File: src/hdl/ccs_pkg.sv
package ccs_pkg;

   localparam int CCS_W = 8;

   // Event bit positions, bit 7 down to bit 0
   localparam int EV_PON = 7;
   localparam int EV_URQ = 6;
   localparam int EV_CME = 5;
   localparam int EV_EXE = 4;
   localparam int EV_DDE = 3;
   localparam int EV_QYE = 2;
   localparam int EV_RQC = 1;
   localparam int EV_OPC = 0;

   // Status byte positions
   localparam int SB_ESB1 = 7;
   localparam int SB_ESB  = 5;
   localparam int SB_MAV  = 4;
   localparam int SB_ESB0 = 3;
   localparam int SB_ERR  = 2;

   // Event bits that exist in the status register
   localparam logic [7:0] EV_USED_MASK = 8'hBD;
   localparam logic [7:0] MASK_RESET   = 8'h00;
   localparam logic [7:0] BYTE_ZERO    = 8'h00;
   localparam logic [7:0] OPC_REPLY    = 8'h01;

   typedef enum logic [3:0] {
      CCS_CMD_NONE  = 4'h0,
      CCS_CMD_OPC   = 4'h1,
      CCS_CMD_OPCQ  = 4'h2,
      CCS_CMD_WAI   = 4'h3,
      CCS_CMD_CLS   = 4'h4,
      CCS_CMD_ESE   = 4'h5,
      CCS_CMD_ESEQ  = 4'h6,
      CCS_CMD_ESRQ  = 4'h7,
      CCS_CMD_TRG   = 4'h8,
      CCS_CMD_OTHER = 4'h9
   } ccs_cmd_t;

   typedef struct packed {
      logic       valid;
      ccs_cmd_t   cmd;
      logic [7:0] arg;
   } ccs_req_t;

   typedef struct packed {
      logic       valid;
      logic [7:0] data;
   } ccs_resp_t;

endpackage : ccs_pkg

File: src/hdl/ccs_event_reg.sv
// Event status, enable mask and summary bit
module ccs_event_reg
   import ccs_pkg::*;
(
   // Clock and reset
   input  wire logic             ref_clk,
   input  wire logic             rst,
   // Control
   input  wire logic             clear,
   input  wire logic [CCS_W-1:0] set_bits,
   input  wire logic             mask_we,
   input  wire logic [CCS_W-1:0] mask_wdata,
   // State
   output logic      [CCS_W-1:0] status,
   output logic      [CCS_W-1:0] mask,
   output logic                  summary
);
   import ccs_pkg::*;

   typedef struct packed {
      logic [CCS_W-1:0] status;
      logic [CCS_W-1:0] mask;
      logic             summary;
   } ccs_ev_state_t;

   ccs_ev_state_t st_reg;
   ccs_ev_state_t st_next;

   always_comb
   begin
      st_next = st_reg;
      // Events arriving with a clear survive it
      if (clear)
      begin
         st_next.status = BYTE_ZERO;
      end
      st_next.status = (st_next.status | set_bits) & EV_USED_MASK;
      if (mask_we)
      begin
         st_next.mask = mask_wdata;
      end
      st_next.summary = |(st_next.status & st_next.mask);
   end

   always_ff @(posedge ref_clk or posedge rst)
   begin
      if (rst)
      begin
         st_reg <= '{status: BYTE_ZERO, mask: MASK_RESET, summary: 1'b0};
      end
      else
      begin
         st_reg <= st_next;
      end
   end

   assign status  = st_reg.status;
   assign mask    = st_reg.mask;
   assign summary = st_reg.summary;

endmodule : ccs_event_reg

File: src/hdl/ccs_status_byte.sv
// Status byte: latched ERR, ESB0 and ESB1 bits, with the event summary and MAV passed through
module ccs_status_byte
   import ccs_pkg::*;
(
   // Clock and reset
   input  wire logic             ref_clk,
   input  wire logic             rst,
   // Control
   input  wire logic             clear,
   input  wire logic             err_set,
   input  wire logic             esb0_set,
   input  wire logic             esb1_set,
   input  wire logic             summary,
   input  wire logic             msg_avail,
   // State
   output logic      [CCS_W-1:0] stb
);
   import ccs_pkg::*;

   typedef struct packed {
      logic err;
      logic esb0;
      logic esb1;
   } ccs_sb_state_t;

   ccs_sb_state_t st_reg;
   ccs_sb_state_t st_next;

   always_comb
   begin
      st_next = st_reg;
      if (clear)
      begin
         st_next = '0;
      end
      // Set wins over a simultaneous clear
      st_next.err  = st_next.err  | err_set;
      st_next.esb0 = st_next.esb0 | esb0_set;
      st_next.esb1 = st_next.esb1 | esb1_set;
   end

   always_ff @(posedge ref_clk or posedge rst)
   begin
      if (rst)
      begin
         st_reg <= '0;
      end
      else
      begin
         st_reg <= st_next;
      end
   end

   always_comb
   begin
      stb          = BYTE_ZERO;
      stb[SB_ERR]  = st_reg.err;
      stb[SB_ESB0] = st_reg.esb0;
      stb[SB_ESB1] = st_reg.esb1;
      stb[SB_ESB]  = summary;
      stb[SB_MAV]  = msg_avail;
   end

endmodule : ccs_status_byte

File: src/hdl/ccs_sync_top.sv
// Synchronisation and status-event core of the command interpreter
module ccs_sync_top
   import ccs_pkg::*;
(
   // Clock and reset
   input  wire logic             ref_clk,
   input  wire logic             rst,
   // Decoded commands from the parser
   input  ccs_pkg::ccs_req_t     req,
   output logic                  req_ready,
   // Operation engine
   input  wire logic             op_busy,
   output logic                  trig_pulse,
   output logic                  cmd_pass,
   output logic      [7:0]       cmd_pass_arg,
   output ccs_pkg::ccs_cmd_t     cmd_pass_code,
   // Events from the rest of the device
   input  wire logic [7:0]       ev_set,
   input  wire logic             err_set,
   input  wire logic             esb0_set,
   input  wire logic             esb1_set,
   input  wire logic             msg_avail,
   // Responses and status
   output ccs_pkg::ccs_resp_t    resp,
   output logic      [7:0]       status_byte,
   output logic      [7:0]       event_status,
   output logic                  err_clear
);
   import ccs_pkg::*;

   // Gray path: idle -> wait -> idle
   typedef enum logic [1:0] {
      CCS_IDLE = 2'b00,
      CCS_HOLD = 2'b01
   } ccs_state_t;

   typedef struct packed {
      ccs_state_t fsm;
      ccs_cmd_t   hold_cmd;
      logic       req_ready;
      logic       trig;
      logic       pass;
      logic [7:0] pass_arg;
      ccs_cmd_t   pass_code;
      ccs_resp_t  resp;
      logic [7:0] stb;
      logic [7:0] esr;
      logic       err_clear;
   } ccs_top_state_t;

   ccs_top_state_t st_reg;
   ccs_top_state_t st_next;

   logic [7:0] ev_status;
   logic [7:0] ev_mask;
   logic       ev_summary;
   logic [7:0] stb_now;
   logic       do_clear;
   logic [7:0] ev_set_all;
   logic       mask_we;
   logic       accept;
   logic       hold_done;
   logic       opc_done;
   logic       opq_done;

   function automatic logic is_cmd(ccs_req_t r, ccs_cmd_t c);
      return r.valid && (r.cmd == c);
   endfunction : is_cmd

   // Every answer is a one-cycle valid with its byte
   function automatic ccs_resp_t reply(logic [7:0] d);
      return '{valid: 1'b1, data: d};
   endfunction : reply

   // Commands are taken only when ready; triggers always
   assign accept = req.valid && (st_reg.fsm == CCS_IDLE
                                 || req.cmd == CCS_CMD_TRG);

   // Hold ends on the first edge that sees the engine idle
   always_comb
   begin
      hold_done = (st_reg.fsm == CCS_HOLD) && !op_busy;
      opc_done  = 1'b0;
      opq_done  = 1'b0;
      if (hold_done)
      begin
         unique case (st_reg.hold_cmd)
            CCS_CMD_OPC:
            begin
               opc_done = 1'b1;
            end
            CCS_CMD_OPCQ:
            begin
               opq_done = 1'b1;
            end
            CCS_CMD_WAI:
            begin
               // Plain wait never touches the event register
               opc_done = 1'b0;
            end
            default:
            begin
               opc_done = 1'b0;
            end
         endcase
      end
   end

   always_comb
   begin
      do_clear   = 1'b0;
      mask_we    = 1'b0;
      ev_set_all = ev_set;
      if (accept && is_cmd(req, CCS_CMD_CLS))
      begin
         do_clear = 1'b1;
      end
      if (accept && is_cmd(req, CCS_CMD_ESE))
      begin
         mask_we = 1'b1;
      end
      // Completion flag only for the plain completion command
      if (opc_done)
      begin
         ev_set_all[EV_OPC] = 1'b1;
      end
   end

   ccs_event_reg u_event_reg (
      .ref_clk    (ref_clk),
      .rst        (rst),
      .clear      (do_clear),
      .set_bits   (ev_set_all),
      .mask_we    (mask_we),
      .mask_wdata (req.arg),
      .status     (ev_status),
      .mask       (ev_mask),
      .summary    (ev_summary)
   );

   ccs_status_byte u_status_byte (
      .ref_clk   (ref_clk),
      .rst       (rst),
      .clear     (do_clear),
      .err_set   (err_set),
      .esb0_set  (esb0_set),
      .esb1_set  (esb1_set),
      .summary   (ev_summary),
      .msg_avail (msg_avail),
      .stb       (stb_now)
   );

   always_comb
   begin
      st_next            = st_reg;
      st_next.trig       = 1'b0;
      st_next.pass       = 1'b0;
      st_next.resp.valid = 1'b0;
      st_next.err_clear  = do_clear;
      st_next.stb        = stb_now;
      st_next.esr        = ev_status;
      unique case (st_reg.fsm)
         CCS_IDLE:
         begin
            if (accept)
            begin
               unique case (req.cmd)
                  CCS_CMD_OPC, CCS_CMD_OPCQ, CCS_CMD_WAI:
                  begin
                     // Hold off later commands except triggers until done
                     st_next.fsm      = CCS_HOLD;
                     st_next.hold_cmd = req.cmd;
                  end
                  CCS_CMD_ESEQ:
                  begin
                     st_next.resp = reply(ev_mask);
                  end
                  CCS_CMD_ESRQ:
                  begin
                     st_next.resp = reply(ev_status);
                  end
                  CCS_CMD_TRG:
                  begin
                     st_next.trig = 1'b1;
                  end
                  CCS_CMD_OTHER:
                  begin
                     st_next.pass      = 1'b1;
                     st_next.pass_arg  = req.arg;
                     st_next.pass_code = req.cmd;
                  end
                  CCS_CMD_CLS:
                  begin
                     // Clear path acts outside the state machine
                  end
                  CCS_CMD_ESE:
                  begin
                     // Mask write acts inside the event register
                  end
                  CCS_CMD_NONE:
                  begin
                  end
                  default:
                  begin
                  end
               endcase
            end
         end
         CCS_HOLD:
         begin
            if (accept)
            begin
               st_next.trig = 1'b1;
            end
            if (hold_done)
            begin
               st_next.fsm = CCS_IDLE;
               if (opq_done)
               begin
                  st_next.resp = reply(OPC_REPLY);
               end
            end
         end
         default:
         begin
            st_next.fsm = CCS_IDLE;
         end
      endcase
      st_next.req_ready = (st_next.fsm == CCS_IDLE);
   end

   always_ff @(posedge ref_clk or posedge rst)
   begin
      if (rst)
      begin
         st_reg.fsm       <= CCS_IDLE;
         st_reg.hold_cmd  <= CCS_CMD_NONE;
         st_reg.req_ready <= 1'b1;
         st_reg.trig      <= 1'b0;
         st_reg.pass      <= 1'b0;
         st_reg.pass_arg  <= BYTE_ZERO;
         st_reg.pass_code <= CCS_CMD_NONE;
         st_reg.resp      <= '{valid: 1'b0, data: BYTE_ZERO};
         st_reg.stb       <= BYTE_ZERO;
         st_reg.esr       <= BYTE_ZERO;
         st_reg.err_clear <= 1'b0;
      end
      else
      begin
         st_reg <= st_next;
      end
   end

   assign req_ready     = st_reg.req_ready;
   assign trig_pulse    = st_reg.trig;
   assign cmd_pass      = st_reg.pass;
   assign cmd_pass_arg  = st_reg.pass_arg;
   assign cmd_pass_code = st_reg.pass_code;
   assign resp          = st_reg.resp;
   assign status_byte   = st_reg.stb;
   assign event_status  = st_reg.esr;
   assign err_clear     = st_reg.err_clear;

endmodule : ccs_sync_top

File: config.mk
export PLATFORM = sky130hd
export DESIGN_NAME = ccs_sync_top
export DESIGN_NICKNAME = d
export VERILOG_FILES = /design/src/hdl/ccs_pkg.sv /design/src/hdl/ccs_event_reg.sv /design/src/hdl/ccs_status_byte.sv /design/src/hdl/ccs_sync_top.sv
export SDC_FILE = /design/constraint.sdc
export NUM_CORES = 1
export LEC_CHECK = 0
export ABC_AREA = 1
export BUFFER_PORTS_ARGS = -buffer_cell sky130_fd_sc_hd__buf_2
export CAP_MARGIN = 10
export CORE_MARGIN = 4
export CORE_UTILIZATION = 48
export CTS_CLUSTER_DIAMETER = 50
export DETAILED_ROUTE_END_ITERATION = 6
export PLACE_DENSITY = 0.74
export SYNTH_ARGS = -nofsm -noshare
export SYNTH_HDL_FRONTEND = slang
export SYNTH_SLANG_ARGS = --single-unit
File: constraint.sdc
create_clock -name ref_clk -period 2.12 [get_ports ref_clk]
set_input_delay 0.318 -clock ref_clk [delete_from_list [all_inputs] [get_ports ref_clk]]
set_output_delay 0.318 -clock ref_clk [all_outputs]
set_load 0.1 [all_outputs]
==> results of run 1 <==
-- layout make-up --
type	count	area (µm²)	area share
clock buffer	12	145	0.0494
clock inverter	4	72.6	0.0247
inverter	26	97.6	0.0332
multi-input combinational	142	689	0.235
sequential	60	1500	0.511
tap	70	87.6	0.0298
timing repair buffer	66	343	0.117
-- cell usage in the layout, fill, tap and decap left out --
cell	n
nand4_2	1
nor4_2	1
inv_1	21
nor2_4	1
nand4_1	3
a21oi_1	2
buf_4	5
or2_2	2
a31oi_1	1
clkinv_2	1
o21ai_2	4
o21ai_1	2
o21ai_0	3
nand2_1	74
nor4_4	1
inv_2	5
dfstp_2	1
bufinv_16	2
conb_1	6
buf_2	61
nor2_2	3
clkbuf_1	2
a21o_1	4
nand2_2	4
clkbuf_8	10
clkinvlp_4	1
nor2_1	12
dfrtp_1	59
a22o_1	4
nand3_1	14
-- report_power, final --
part           switching (mW)  total, mW  internal [mW]  leakage (nW)
combinational           0.872       1.03          0.162         0.783
clock                   0.422       1.11          0.693         0.107
sequential             0.0679       1.35           1.29         0.693
-- how the worst max path moves through the flow --
stage | start | endpoint | slack, ps
finish | req_ready$_DFF_PP1_ | req_ready | 540
CTS | req_ready$_DFF_PP1_ | req_ready | 510
global placement | req[8] | u_event_reg.summary$_DFF_PP0_ | 520
global route | st_reg[46]$_DFF_PP0_ | u_event_reg.summary$_DFF_PP0_ | 360
floorplan | rst | cmd_pass$_DFF_PP0_ | 320
detailed placement | req[8] | u_event_reg.summary$_DFF_PP0_ | 470
-- metal layers --
metal	GRT usage	part of all wire
met2	0.251	0.47
met4	0.0709	0.018
met3	0.0698	0.093
met5	0	0
met1	0.204	0.42
-- kinds of logic (layout without fill, tap and decap cells) --
| family | count (synthesis) | count (layout) | share of synthesized area |
|---|---|---|---|
| AO/OA/AOI/OAI | 20 | 20 | 0.0548 |
| other | 1 | 6 | 0.00145 |
| flip-flops | 60 | 60 | 0.582 |
| buffers and inverters | 67 | 108 | 0.158 |
| AND/OR/NAND/NOR | 116 | 116 | 0.204 |
-- metrics by stage --
step | instances | setup slack (ps) | hold slack (ps) | power (mW) | utilization
after floorplan | 269 | 319 | 331 | 2.37 | -
after global placement | 364 | 522 | 341 | 2.40 | 0.526
after detailed placement | 364 | 468 | 341 | 2.42 | 0.526
after CTS | 380 | 514 | 26.3 | 3.54 | 0.568
after global routing | 380 | 359 | 56.1 | 3.67 | 0.568
final | 380 | 537 | 26.3 | 3.50 | 0.568
==> reports/results.ini, run 1 <==
[status]
status = finished, final reports clean

[cells_and_area]
largest_register_ffs = 9
nNetsFinal = 333
syn_to_final_growth_pct = 13.8
final.fill_count = 474
drive_above_1_share = 0.332
design_area_um2 = 2940
top_register = resp
antennaDiodeCount = 0

[global_routing]
antenna_found_initial = 0
grt_pass1_vias = 1766
grt-ovfl-total = 0
grt_pass1_wl_um = 8000
gr-usage-all-layers = 0.165
grt_start_max_net_pins = 28

[placement]
dp_hpwl_um = 3470
portBuffers = 61
gp_congestion = 0.854
place_area_um2 = 2720

[clocking]
post-cts-setup-buffer-count = 0
tritoncts = yes
hold_buffers = 0
cts-buffers-inserted = 9
cts.sinks = 60
clockBufferDepth = 2
root_buffer = clkbuf_8
clk_pin_slew_ps = 60
ctsResizeCount = 0
insertion_delay_ps = 330
htreeDepth = 3

[drt]
drt-initial-drc-count = 107
postRouteAntennaNets = 0
totalWireLength_um = 4710
vias_per_cell = 4.61
routedWlPerCell_um = 12.4
firstDrtPassIters = 4
num_vias = 1751
drc_errors = 0

[setup_path]
r2r_setup_slack_ps = 560
crit_required_ps = 1800
max_stage_delay_ps = 520
critPathKind = register to output pin
rr_worst_depth = 10
path_depth = 1
crit_path_start_kind = register
reg2reg_to = u_event_reg.summary$_DFF_PP0_
timing.rr.start = st_reg[46]$_DFF_PP0_
cp_max_fo = 1
critPathSlowestCell = dfstp_2
worstPathArrival_ps = 1270
worstSetupEndpointType = output pin
crit_family = flip-flops
path_cells = buf_2
cp_num_buf_inv = 1

[pwr]
power_density_nw_per_um2 = 1190
ir_worst_vdd_uv = 540
power.leakage_nw = 1.58

[floorplanning]
die-area_um2 = 6610
ios = 69
initial_utilization = 0.499
die_y_um = 81.3
core_um2 = 5170
rows = 26
die_w_um = 81.3

[logic_synthesis]
ys_seq_area_frac = 0.582
synth_warnings = 0
synthCells = 264
yosys.area.top_type = dfrtp_1
synth_enable_flop_cells = 0
synth-seq-cells = 60
synth_top_area_frac = 0.572
async_reset_ff_frac = 1.00
synthMostInstantiatedCell = nand2_1
synth_area_um2 = 2580
postSynthAreaPerCell_um2 = 9.78
synth_flop_cell = dfrtp_1
synth_cell_types = 26
synth_area_leaders = dfrtp_1, buf_4, nand2_1, inv_1, nand3_1
yosys-top-cells-count = nand2_1, dfrtp_1, buf_4

[sta]
fin_setup_tns_ps = 0
fmax_ghz = 0.632
hold_viol = 0
fin_crit_sh = 0.747
layout_min_cycle_time_ps = 1580
worst_pin_slew_ps = 567
drv_slew = 0
setup_violations = 0
relSlewSlack = 0.619
finClkSkew_ps = 5.29
rsz0062_at_grt = no

[min_path]
hp-class = input pin to async pin

[job]
cap_violations = 0

Power figures use the tool's default switching activity.
==> inputs of run 2 (changes only) <==
==> constraint.sdc (replaced) <==
create_clock -name ref_clk -period 1.5 [get_ports ref_clk]
set_input_delay 0.225 -clock ref_clk [delete_from_list [all_inputs] [get_ports ref_clk]]
set_output_delay 0.225 -clock ref_clk [all_outputs]
set_load 0.1 [all_outputs]
==> run 2 against run 1 <==
- die area stayed put
- sequential share of layout area fell by 2.7 points
- cell count increased by 1.8%
- sequential cell count unchanged
- setup slack lost 520 ps
- via count decreased by 1.5%
- critical path depth is 6 higher
- register-to-register slack lost 550 ps
- critical path type is now register to register
- largest power group unchanged
==> reports/results.ini, run 2 (synthesis gave the netlist of run 1 again) <==
[clocking]
cts.sinks = 60
root_buffer = clkbuf_8
clk_pin_slew_ps = 70
tritoncts = yes
htreeDepth = 3
insertion_delay_ps = 330
clockBufferDepth = 2
cts-buffers-inserted = 9

[drt]
firstDrtPassIters = 4
vias_per_cell = 4.46
totalWireLength_um = 4870
num_vias = 1725
drc_errors = 0
postRouteAntennaNets = 0
drt-initial-drc-count = 80
routedWlPerCell_um = 12.6

[sta]
setup_violations = 0
finClkSkew_ps = 8.56
rsz0062_at_grt = yes
drv_slew = 0
fin_crit_sh = 0.990
fin_ws_ps = 15.0
layout_min_cycle_time_ps = 1490
hold_viol = 0
fin_setup_tns_ps = 0
fmax_ghz = 0.673

[cells_and_area]
antennaDiodeCount = 0
drive_above_1_share = 0.385
top_register = resp
largest_register_ffs = 9
nNetsFinal = 340
layout_commonest_cell = nand2_1
final_cell_mix = nand2_1, buf_2, dfrtp_1
syn_to_final_growth_pct = 20.3

[pwr]
power.leakage_nw = 1.65
power_density_nw_per_um2 = 1640
ir_worst_vdd_uv = 820
power_mw = 5.08

[setup_path]
critPathSlowestCell = dfrtp_1
critPathKind = register to register
worstSetupEndpointType = register
crit_path_start_kind = register
cp_max_fo = 12
crit_required_ps = 1720
max_stage_delay_ps = 440
path_cells = nor2_4 -> nand2_2 -> buf_4 -> nor4_4 -> inv_4 -> nand2_1 -> o21ai_2
worstPathArrival_ps = 1710

[floorplanning]
die_y_um = 81.3
rows = 26
core_um2 = 5170
ios = 69
die_w_um = 81.3
initial_utilization = 0.499
die-area_um2 = 6610

[placement]
gp_congestion = 0.791
dp_worst_setup_slack_ps = 26.7
portBuffers = 61
dp_hpwl_um = 3630

[job]
cap_violations = 0

[global_routing]
grt-ovfl-total = 0
grt_pass1_wl_um = 7960
gr-usage-all-layers = 0.164
grt_pass1_vias = 1694
grt_start_max_net_pins = 26
antenna_found_initial = 0

[status]
status = finished, final reports clean

[min_path]
hp-class = input pin to register

[run 2: routing by layer]
metal,track usage,vias to the layer above,part of all wire
met4,0.0811,0,0.023
li1,-,881,-
met5,0,-,0
met2,0.260,41,0.48
met1,0.211,792,0.44
met3,0.0399,11,0.057
[run 2: area by class of cell]
class	count	area [µm²]
Fill cell	475	2070
Sequential cell	60	1500
Multi-Input combinational cell	142	738
Timing Repair Buffer	73	435
Clock buffer	12	165
Inverter	26	104
Tap cell	70	87.6
Clock inverter	4	70.1
[run 2: final timing paths]
| kind | from | end | slack, ps | depth (start not counted) |
|---|---|---|---|---|
| setup / recovery | st_reg[46]$_DFF_PP0_ | cmd_pass_arg[3]$_DFFE_PP0P_ | 10 | 7 |
| hold / removal | op_busy | req_ready$_DFF_PP1_ | 70 | 2 |
| setup reg to reg | st_reg[46]$_DFF_PP0_ | cmd_pass_arg[3]$_DFFE_PP0P_ | 10 | 7 |
| hold reg to reg | u_event_reg.summary$_DFF_PP0_ | status_byte[5]$_DFF_PP0_ | 350 | 0 |
| max in group asynchronous | rst | u_event_reg.status[4]$_DFF_PP0_ | 610 | 4 |
| min in group asynchronous | rst | st_reg[42]$_DFFE_PP0P_ | 450 | 3 |
[run 2: critical path: cells and delay by family (launching register included)]
kind | cells | cell delay [ps]
simple gates | 4 | 600
flops | 1 | 440
buf+inv | 2 | 290
compound gates | 1 | 50
[run 2: repair_timing]
item | 4_1_cts | 5_1_grt
gates resized for setup | 2 | 18
pin swaps | 0 | 6
hold buffers | 2 | 0
gates cloned | 0 | 0
buffers inserted | 0 | 0
endpoints found under the setup margin | 2 | 19
endpoints found under the hold margin | 15 | 0
[run 2: per-stage QoR]
step                hold WS, ps   util  instance area, µm²  cells
floorplan                   256      -                2600    269
detailed placement          250  0.539                2790    369
CTS                        40.3  0.590                3050    387
finish                     65.7  0.600                3100    387
global placement            247  0.539                2790    369
global route               60.6  0.600                3100    387
[run 2: where the power goes]
part / switching (mW) / total, mW / internal [mW]
logic: 1.24 / 1.50 / 0.254
clock network: 0.599 / 1.66 / 1.07
registers: 0.0982 / 1.91 / 1.82
